## src/verilog/scg_map.vh

```
`ifndef SCG_MAP_VH
`define SCG_MAP_VH

// Register offsets
`define SCG_OFF_GATES 12'h118
`define SCG_OFF_STATUS 12'h200
`define SCG_OFF_CLEAR 12'h204
`define SCG_OFF_ENABLE 12'h208
`define SCG_OFF_ACTIVE 12'h20c

// Field positions
`define SCG_BIT_PHY 30
`define SCG_BIT_MAC 28
`define SCG_BIT_PORT_G 6
`define SCG_BIT_PORT_A 0

// Reset values and masks
`define SCG_GATES_RST 32'h0000_0000
`define SCG_GATES_MASK 32'h5000_007f
`define SCG_STATUS_RST 32'h0000_0000
`define SCG_ENABLE_RST 32'h0000_0000

// Unit count and address width
`define SCG_UNITS 9
`define SCG_AW 12

`endif

```

## src/verilog/scg_gate_cell.v

```verilog
`timescale 1ns/1ps
`default_nettype none

module scg_gate_cell (
    // Clock and reset
    input wire clk_i,
    input wire rst_i,
    // Gate request
    input wire gate_req_i,
    // Unit clock enable
    output reg clk_en_o,
    output reg active_o
);

    reg armed_r;

    // Enable only changes on a whole-cycle boundary
    always @(posedge clk_i or posedge rst_i) begin
        if (rst_i) begin
            armed_r <= 1'b0;
            active_o <= 1'b0;
            clk_en_o <= 1'b0;
        end else begin
            armed_r <= gate_req_i;
            active_o <= armed_r & gate_req_i; // RL11
            clk_en_o <= armed_r & gate_req_i; // RL4
        end
    end

endmodule // scg_gate_cell

`default_nettype wire

```

## src/verilog/scg_top.v

```verilog
// Operation
// RL1: Bit 30 gates PHY unit clock
// RL2: Bit 28 gates MAC unit clock
// RL3: Bits 6..0 gate ports G..A
// RL4: Set runs unit, clear stops it
// RL5: Access to unclocked unit gives fault
// RL6: Reserved bits read zero, ignore writes
// RL7: Software preserves reserved bits on update
// RL8: Gate bits read/write, reset to zero
// RL9: Register applies only in sleep state
// RL10: Applies only with auto gating set
// RL11: Enable changes produce no clipped pulses
//
// Decided for this implementation: the register offsets and the address-and-strobe port.
`timescale 1ns/1ps
`default_nettype none
`include "scg_map.vh"

module scg_top (
    // Clock and reset
    input wire clk_i,
    input wire rst_i,
    // Register port
    input wire [`SCG_AW-1:0] addr_i,
    input wire [31:0] wdata_i,
    input wire wr_i,
    input wire rd_i,
    output reg [31:0] rdata_o,
    // Power state and outside gating
    input wire sleep_i,
    input wire deep_sleep_i,
    input wire auto_clock_gating_i,
    input wire [31:0] run_gates_i,
    input wire [31:0] deep_gates_i,
    // Unit accesses
    input wire [`SCG_UNITS-1:0] unit_access_i,
    // Unit clock enables
    output wire [`SCG_UNITS-1:0] unit_clk_en_o,
    // Fault and interrupt
    output reg bus_fault_o,
    output reg irq_o
);

    // Power states
    localparam [2:0] ST_RUN = 3'h1;
    localparam [2:0] ST_SLEEP = 3'h2;
    localparam [2:0] ST_DEEP = 3'h4;

    reg [2:0] state_r;
    reg [2:0] state_nxt;

    reg [31:0] sleep_unit_clock_gates_r;
    reg [31:0] status_r;
    reg [31:0] status_nxt;
    reg [31:0] enable_r;
    reg [31:0] sel_gates;
    reg [31:0] fault_vec;
    reg [31:0] rdata_nxt;
    reg fault_nxt;

    wire [`SCG_UNITS-1:0] unit_req;
    wire [`SCG_UNITS-1:0] unit_active;
    reg [31:0] active_vec;

    wire wr_gates;
    wire wr_clear;
    wire wr_enable;

    // Gate words reduced to the documented positions
    wire [31:0] wdata_masked;
    wire [31:0] run_masked;
    wire [31:0] deep_masked;

    // Enable value seen by the interrupt this cycle
    wire [31:0] enable_eff;

    // Only implemented gate positions survive
    assign wdata_masked = wdata_i & `SCG_GATES_MASK; // RL6
    assign run_masked = run_gates_i & `SCG_GATES_MASK;
    assign deep_masked = deep_gates_i & `SCG_GATES_MASK;

    // Address decode
    assign wr_gates = wr_i && (addr_i == `SCG_OFF_GATES);
    assign wr_clear = wr_i && (addr_i == `SCG_OFF_CLEAR);
    assign wr_enable = wr_i && (addr_i == `SCG_OFF_ENABLE);

    // Power state tracking
    always @* begin
        state_nxt = state_r;
        case (state_r)
            ST_RUN: begin
                if (deep_sleep_i) begin
                    state_nxt = ST_DEEP;
                end else if (sleep_i) begin
                    state_nxt = ST_SLEEP;
                end
            end
            ST_SLEEP: begin
                if (deep_sleep_i) begin
                    state_nxt = ST_DEEP;
                end else if (!sleep_i) begin
                    state_nxt = ST_RUN;
                end
            end
            ST_DEEP: begin
                if (!deep_sleep_i) begin
                    state_nxt = sleep_i ? ST_SLEEP : ST_RUN;
                end
            end
            default: begin
                state_nxt = ST_RUN;
            end
        endcase
    end

    always @(posedge clk_i or posedge rst_i) begin
        if (rst_i) begin
            state_r <= ST_RUN;
        end else begin
            state_r <= state_nxt;
        end
    end

    // Gating register
    always @(posedge clk_i or posedge rst_i) begin
        if (rst_i) begin
            sleep_unit_clock_gates_r <= `SCG_GATES_RST; // RL8
        end else if (wr_gates) begin
            sleep_unit_clock_gates_r <= wdata_i & `SCG_GATES_MASK; // RL6
        end
    end

    // Select which gating set drives the units
    always @* begin
        sel_gates = run_masked;
        if (auto_clock_gating_i) begin // RL10
            case (state_r)
                ST_RUN: begin
                    sel_gates = run_masked;
                end
                ST_SLEEP: begin
                    sel_gates = sleep_unit_clock_gates_r; // RL9
                end
                ST_DEEP: begin
                    sel_gates = deep_masked;
                end
                default: begin
                    sel_gates = run_masked;
                end
            endcase
        end
    end

    // Unit requests from the selected set
    assign unit_req[8] = sel_gates[`SCG_BIT_PHY]; // RL1
    assign unit_req[7] = sel_gates[`SCG_BIT_MAC]; // RL2
    assign unit_req[6:0] = sel_gates[`SCG_BIT_PORT_G:`SCG_BIT_PORT_A]; // RL3

    // One gate cell per unit
    genvar gi;
    generate
        for (gi = 0; gi < `SCG_UNITS; gi = gi + 1) begin : g_unit
            scg_gate_cell u_cell (
                .clk_i(clk_i),
                .rst_i(rst_i),
                .gate_req_i(unit_req[gi]),
                .clk_en_o(unit_clk_en_o[gi]),
                .active_o(unit_active[gi])
            );
        end
    endgenerate

    // Active units in register layout
    always @* begin
        active_vec = 32'h0000_0000;
        active_vec[`SCG_BIT_PHY] = unit_active[8];
        active_vec[`SCG_BIT_MAC] = unit_active[7];
        active_vec[`SCG_BIT_PORT_G:`SCG_BIT_PORT_A] = unit_active[6:0];
    end

    // Faults on accesses to unclocked units
    always @* begin
        fault_vec = 32'h0000_0000;
        fault_vec[`SCG_BIT_PHY] = unit_access_i[8] & ~unit_active[8];
        fault_vec[`SCG_BIT_MAC] = unit_access_i[7] & ~unit_active[7];
        fault_vec[`SCG_BIT_PORT_G:`SCG_BIT_PORT_A] = unit_access_i[6:0] & ~unit_active[6:0];
        fault_nxt = |fault_vec; // RL5
    end

    // Sticky status, set wins over clear
    always @* begin
        status_nxt = status_r;
        if (wr_clear) begin
            status_nxt = status_nxt & ~wdata_masked;
        end
        status_nxt = status_nxt | fault_vec;
    end

    // Sticky status register
    always @(posedge clk_i or posedge rst_i) begin
        if (rst_i) begin
            status_r <= `SCG_STATUS_RST;
        end else begin
            status_r <= status_nxt; // RL5
        end
    end

    // Interrupt enable register
    always @(posedge clk_i or posedge rst_i) begin
        if (rst_i) begin
            enable_r <= `SCG_ENABLE_RST;
        end else if (wr_enable) begin
            enable_r <= wdata_masked;
        end
    end

    // A fresh enable write already counts
    assign enable_eff = wr_enable ? wdata_masked : enable_r;

    // One-cycle fault pulse per faulting access
    always @(posedge clk_i or posedge rst_i) begin
        if (rst_i) begin
            bus_fault_o <= 1'b0;
        end else begin
            bus_fault_o <= fault_nxt; // RL5
        end
    end

    // Level interrupt from enabled status bits
    always @(posedge clk_i or posedge rst_i) begin
        if (rst_i) begin
            irq_o <= 1'b0;
        end else begin
            irq_o <= |(status_nxt & enable_eff);
        end
    end

    // Read mux
    always @* begin
        rdata_nxt = 32'h0000_0000;
        case (addr_i)
            `SCG_OFF_GATES: begin
                rdata_nxt = sleep_unit_clock_gates_r & `SCG_GATES_MASK; // RL6
            end
            `SCG_OFF_STATUS: begin
                rdata_nxt = status_r;
            end
            `SCG_OFF_ENABLE: begin
                rdata_nxt = enable_r;
            end
            `SCG_OFF_ACTIVE: begin
                rdata_nxt = active_vec;
            end
            default: begin
                rdata_nxt = 32'h0000_0000;
            end
        endcase
    end

    always @(posedge clk_i or posedge rst_i) begin
        if (rst_i) begin
            rdata_o <= 32'h0000_0000;
        end else if (rd_i) begin
            rdata_o <= rdata_nxt;
        end else begin
            rdata_o <= 32'h0000_0000;
        end
    end

endmodule // scg_top

`default_nettype wire

```

## config.mk

```make
export PLATFORM = sky130hd
export DESIGN_NAME = scg_top
export DESIGN_NICKNAME = d
export VERILOG_FILES = /design/src/verilog/scg_gate_cell.v /design/src/verilog/scg_top.v
export VERILOG_INCLUDE_DIRS = /design/src /design/src/verilog
export SDC_FILE = /design/constraint.sdc
export NUM_CORES = 1
export LEC_CHECK = 0
export ABC_CLOCK_PERIOD_IN_PS = 3190
export BUFFER_PORTS_ARGS = -buffer_cell sky130_fd_sc_hd__buf_2
export CAP_MARGIN = 20
export CORE_ASPECT_RATIO = 1.4
export CORE_UTILIZATION = 47
export DETAILED_ROUTE_END_ITERATION = 8
export PLACE_DENSITY = 0.85
export SLEW_MARGIN = 10
export SYNTH_ARGS = -nofsm -noshare
export SYNTH_HDL_FRONTEND = slang
export SYNTH_SLANG_ARGS = --single-unit
```

## constraint.sdc

```tcl
create_clock -name clk_i -period 3.19 [get_ports clk_i]
set_input_delay 0 -clock clk_i [delete_from_list [all_inputs] [get_ports clk_i]]
set_output_delay 0 -clock clk_i [all_outputs]
set_load 0.01 [all_outputs]
```

==> impl_summary.txt <==
----------------------------------------------------
[Run status]
  Status ... finished, final reports clean

[Final layout]
  Fin util ... 0.6234
  NumNets Final ... 484
  Antenna diodes ... 0
  Highest-count cells in the layout ignoring fill and taps ... 74 x sky130_fd_sc_hd__buf_2, 58 x sky130_fd_sc_hd__dfrtp_1, 28 x sky130_fd_sc_hd__dlygate4sd3_1
  Area growth from synthesis to final layout ... 27.58%
  Most common cell after layout, fill and taps aside ... sky130_fd_sc_hd__buf_2
  Ratio of cells with drive above 1 in the final layout ... 0.3288

[Synth]
  Async SR Flop Fraction ... 1.000
  Area leader, netlist ... sky130_fd_sc_hd__dfrtp_1
  Synth cell types ... 47
  Post-synth EDFFs ... 0
  Total number of yosys warnings ... 0
  Cell count after synthesis ... 259
  Avg Inst Size Synth ... 11.14 um2
  Seq/Total Area, Yosys ... 0.5121
  Largest cells by area after synthesis ... sky130_fd_sc_hd__dfrtp_1 50%, sky130_fd_sc_hd__buf_4 8.6%, sky130_fd_sc_hd__a22o_1 5.5%, sky130_fd_sc_hd__mux2_2 3.9%, sky130_fd_sc_hd__nand2_1 3.4%
  Most common flop cell mapped by yosys ... sky130_fd_sc_hd__dfrtp_1
  Synthesized cell area ... roughly 2900 um2
  FF+latch count, synth ... 59
  Portion of synthesized cell area occupied by the leading cell type ... 0.5030

[Global routing]
  Via count of the first global-routing pass ... approximately 2300
  Number of antenna violations at the first check in global routing ... 0
  GR Overflow Total ... 0
  First-pass GRT wire length ... 10680 um
  Maximum number of pins on one net before global-route repair ... 33
  GRT Overall Usage ... 0.2336

[STA]
  Setup TNS ... 0 ns
  Final-layout worst hold slack ... 0.01111 ns
  Transition at the pin with the smallest max-transition slack ... a little under 0.9 ns
  Final worst-path cycle share ... 0.5873
  Fmax ... around 530 MHz
  Endpoints failing hold ... 0
  Slew Viols, Final ... 0
  RSZ-0062 raised after global routing ... no
  Total setup violations reported at the end of the flow ... 0
  Tightest slew margin relative to the limit ... 0.4123
  Fin Clk Skew ... 0.008459 ns
  Final min period ... approximately 1.9 ns

[CTS]
  Clock Sinks ... 59
  CTS tree ... done
  CTS Buffer Depth ... 2
  H-tree level count ... 3
  Clock transition at the register clock pins on the worst setup and hold paths after CTS ... 0.07 ns
  Number of hold-repair buffers added at the cts stage ... 28
  Clock network latency to the later pin of the worst-skew pair ... roughly 0.34 ns
  Number of buffers inserted to repair setup after CTS ... 0
  CTS Buf Count ... 9
  Resized Gates After CTS ... 0
  Root cell of the clock tree ... sky130_fd_sc_hd__clkbuf_8

[Floorplan]
  Chip Height ... 94.71 um
  Std cell rows ... 33
  Core area ... 5904 um2
  Top-level port count ... 167
  Initial standard-cell utilization of the core ... 0.4887
  DIE AREA ... 6461 um2
  Die extent in x ... between 60 and 70 um

[Worst setup path]
  Required @ worst endpoint ... 3.39 ns
  Reg2Reg Launch Point ... state_r[1]
  Worst Setup Start Kind ... input pin
  Category of the critical setup timing path ... in2reg
  Timing startpoint of the critical path ... addr_i[5]
  Critical path peak fanout ... 12
  CP arrival ... approximately 2.1 ns
  Crit path capture type ... flop

[Detailed routing]
  Total via count in the routed design ... 2373
  Sum of routed wire length over all layers ... between 7000 and 8000 um
  Vias per inst ... 5.455
  Post-route DRC violation count ... 0
  Iteration count of the initial detailed-routing pass ... 5
  DRT antenna net count ... 0
  Average detailed-routed wire length per instance ... approximately 16 um
  DRC violation total after the first TritonRoute iteration ... 166

[Pwr]
  Leakage ... 0.001750 uW
  Total power divided by cell area ... 508.7 nW/um2
  IR Drop Worst-Case VDD ... between 0.2 and 0.25 mV

[Worst hold path]
  Worst min-delay path startpoint ... deep_gates_i[30]
  Hold crit path type ... in2reg

[Place]
  Final weighted congestion in routability-driven placement ... roughly 0.9
  Port-buffer cells ... 74
  Final HPWL DP ... ~5000 um

[Job]
  # Max-Cap Violations ... 0

----------------------------------------------------
power breakdown:
group	internal (uW)	switching [uW]
sequential	812	37.5
combinational	156	158
clock	421	287
total	1390	482
final timing paths:
check | to | depth (start not counted) | slack, ns
worst max-delay path | irq_o | 7 | 1.32
worst min-delay path | g_unit[8].u_cell.armed_r | 3 | 0.01
worst max register to register | state_r[0] | 5 | 1.39
worst min register to register | g_unit[7].u_cell.clk_en_o | 1 | 0.46
max in group asynchronous | g_unit[6].u_cell.armed_r | 4 | 2.05
min in group asynchronous | g_unit[4].u_cell.armed_r | 3 | 0.31
layer usage:
metal | routed length, um | track usage | vias to the layer above
li1 | - | - | 1091
met1 | 2830 | 0.2715 | 1150
met2 | 3632 | 0.3766 | 111
met3 | 376 | 0.06763 | 21
met4 | 245 | 0.1302 | 0
met5 | 0 | 0 | -
cell families (layout without fill, tap and decap cells):
family / Yosys count / count (layout) / synth area share
AND/OR/NAND/NOR: 74 / 74 / 0.1591
AO/OA/AOI/OAI: 64 / 64 / 0.1665
flip-flops: 59 / 59 / 0.5121
buffers and inverters: 48 / 132 / 0.1084
multiplexers: 12 / 12 / 0.04944
other: 1 / 23 / 0.001300
XOR/XNOR: 1 / 1 / 0.003036
area by class of cell:
class,count,area (um2)
Multi-Input combinational cell,174,1177
Sequential cell,59,1478
Tap cell,70,87.58
Inverter,8,30.03
Clock inverter,4,47.55
Clock buffer,12,165.2
Fill cell,510,2223
Timing Repair Buffer,108,695.7
synth_stat cells, drive strengths merged (4+ instances only):
master	count
a21oi	10
mux2	12
nand2	26
nand4	5
a222oi	9
nor4b	5
nor4	4
nand3	4
nand2b	5
clkbuf	5
inv	8
dfrtp	58
o21ai	16
a22o	18
buf	35
and2	10
critical path: stages:
cell,delay [ns]
sky130_fd_sc_hd__buf_2,0.11
sky130_fd_sc_hd__nor4b_1,0.40
sky130_fd_sc_hd__nand4_2,0.43
sky130_fd_sc_hd__mux2_4,0.44
sky130_fd_sc_hd__a21boi_0,0.17
sky130_fd_sc_hd__a2111oi_4,0.37
sky130_fd_sc_hd__nand4_1,0.16
state kept, by name (all words and copies together), names as in the netlist, 3 cells and up:
name / flops
enable_r: 9
g_unit.u_cell.armed_r: 9
g_unit.u_cell.clk_en_o: 8
rdata_o: 9
sleep_unit_clock_gates_r: 9
state_r: 3
status_r: 9
per-stage QoR:
| step | area, um2 | power (uW) | std cells | setup slack [ns] |
|---|---|---|---|---|
| 4_1_cts | 3681 | 1881 | 435 | 1.373 |
| 5_1_grt | 3681 | 1945 | 435 | 1.208 |
| 3_5_place_dp | 3188 | 1140 | 391 | 1.012 |
| 2_1_floorplan | 2968 | 1069 | 281 | 1.523 |
| 3_3_place_gp | 3188 | 1128 | 391 | 1.067 |
| 6_report | 3681 | 1872 | 435 | 1.316 |
No activity file was read; power rests on OpenSTA's default activity.
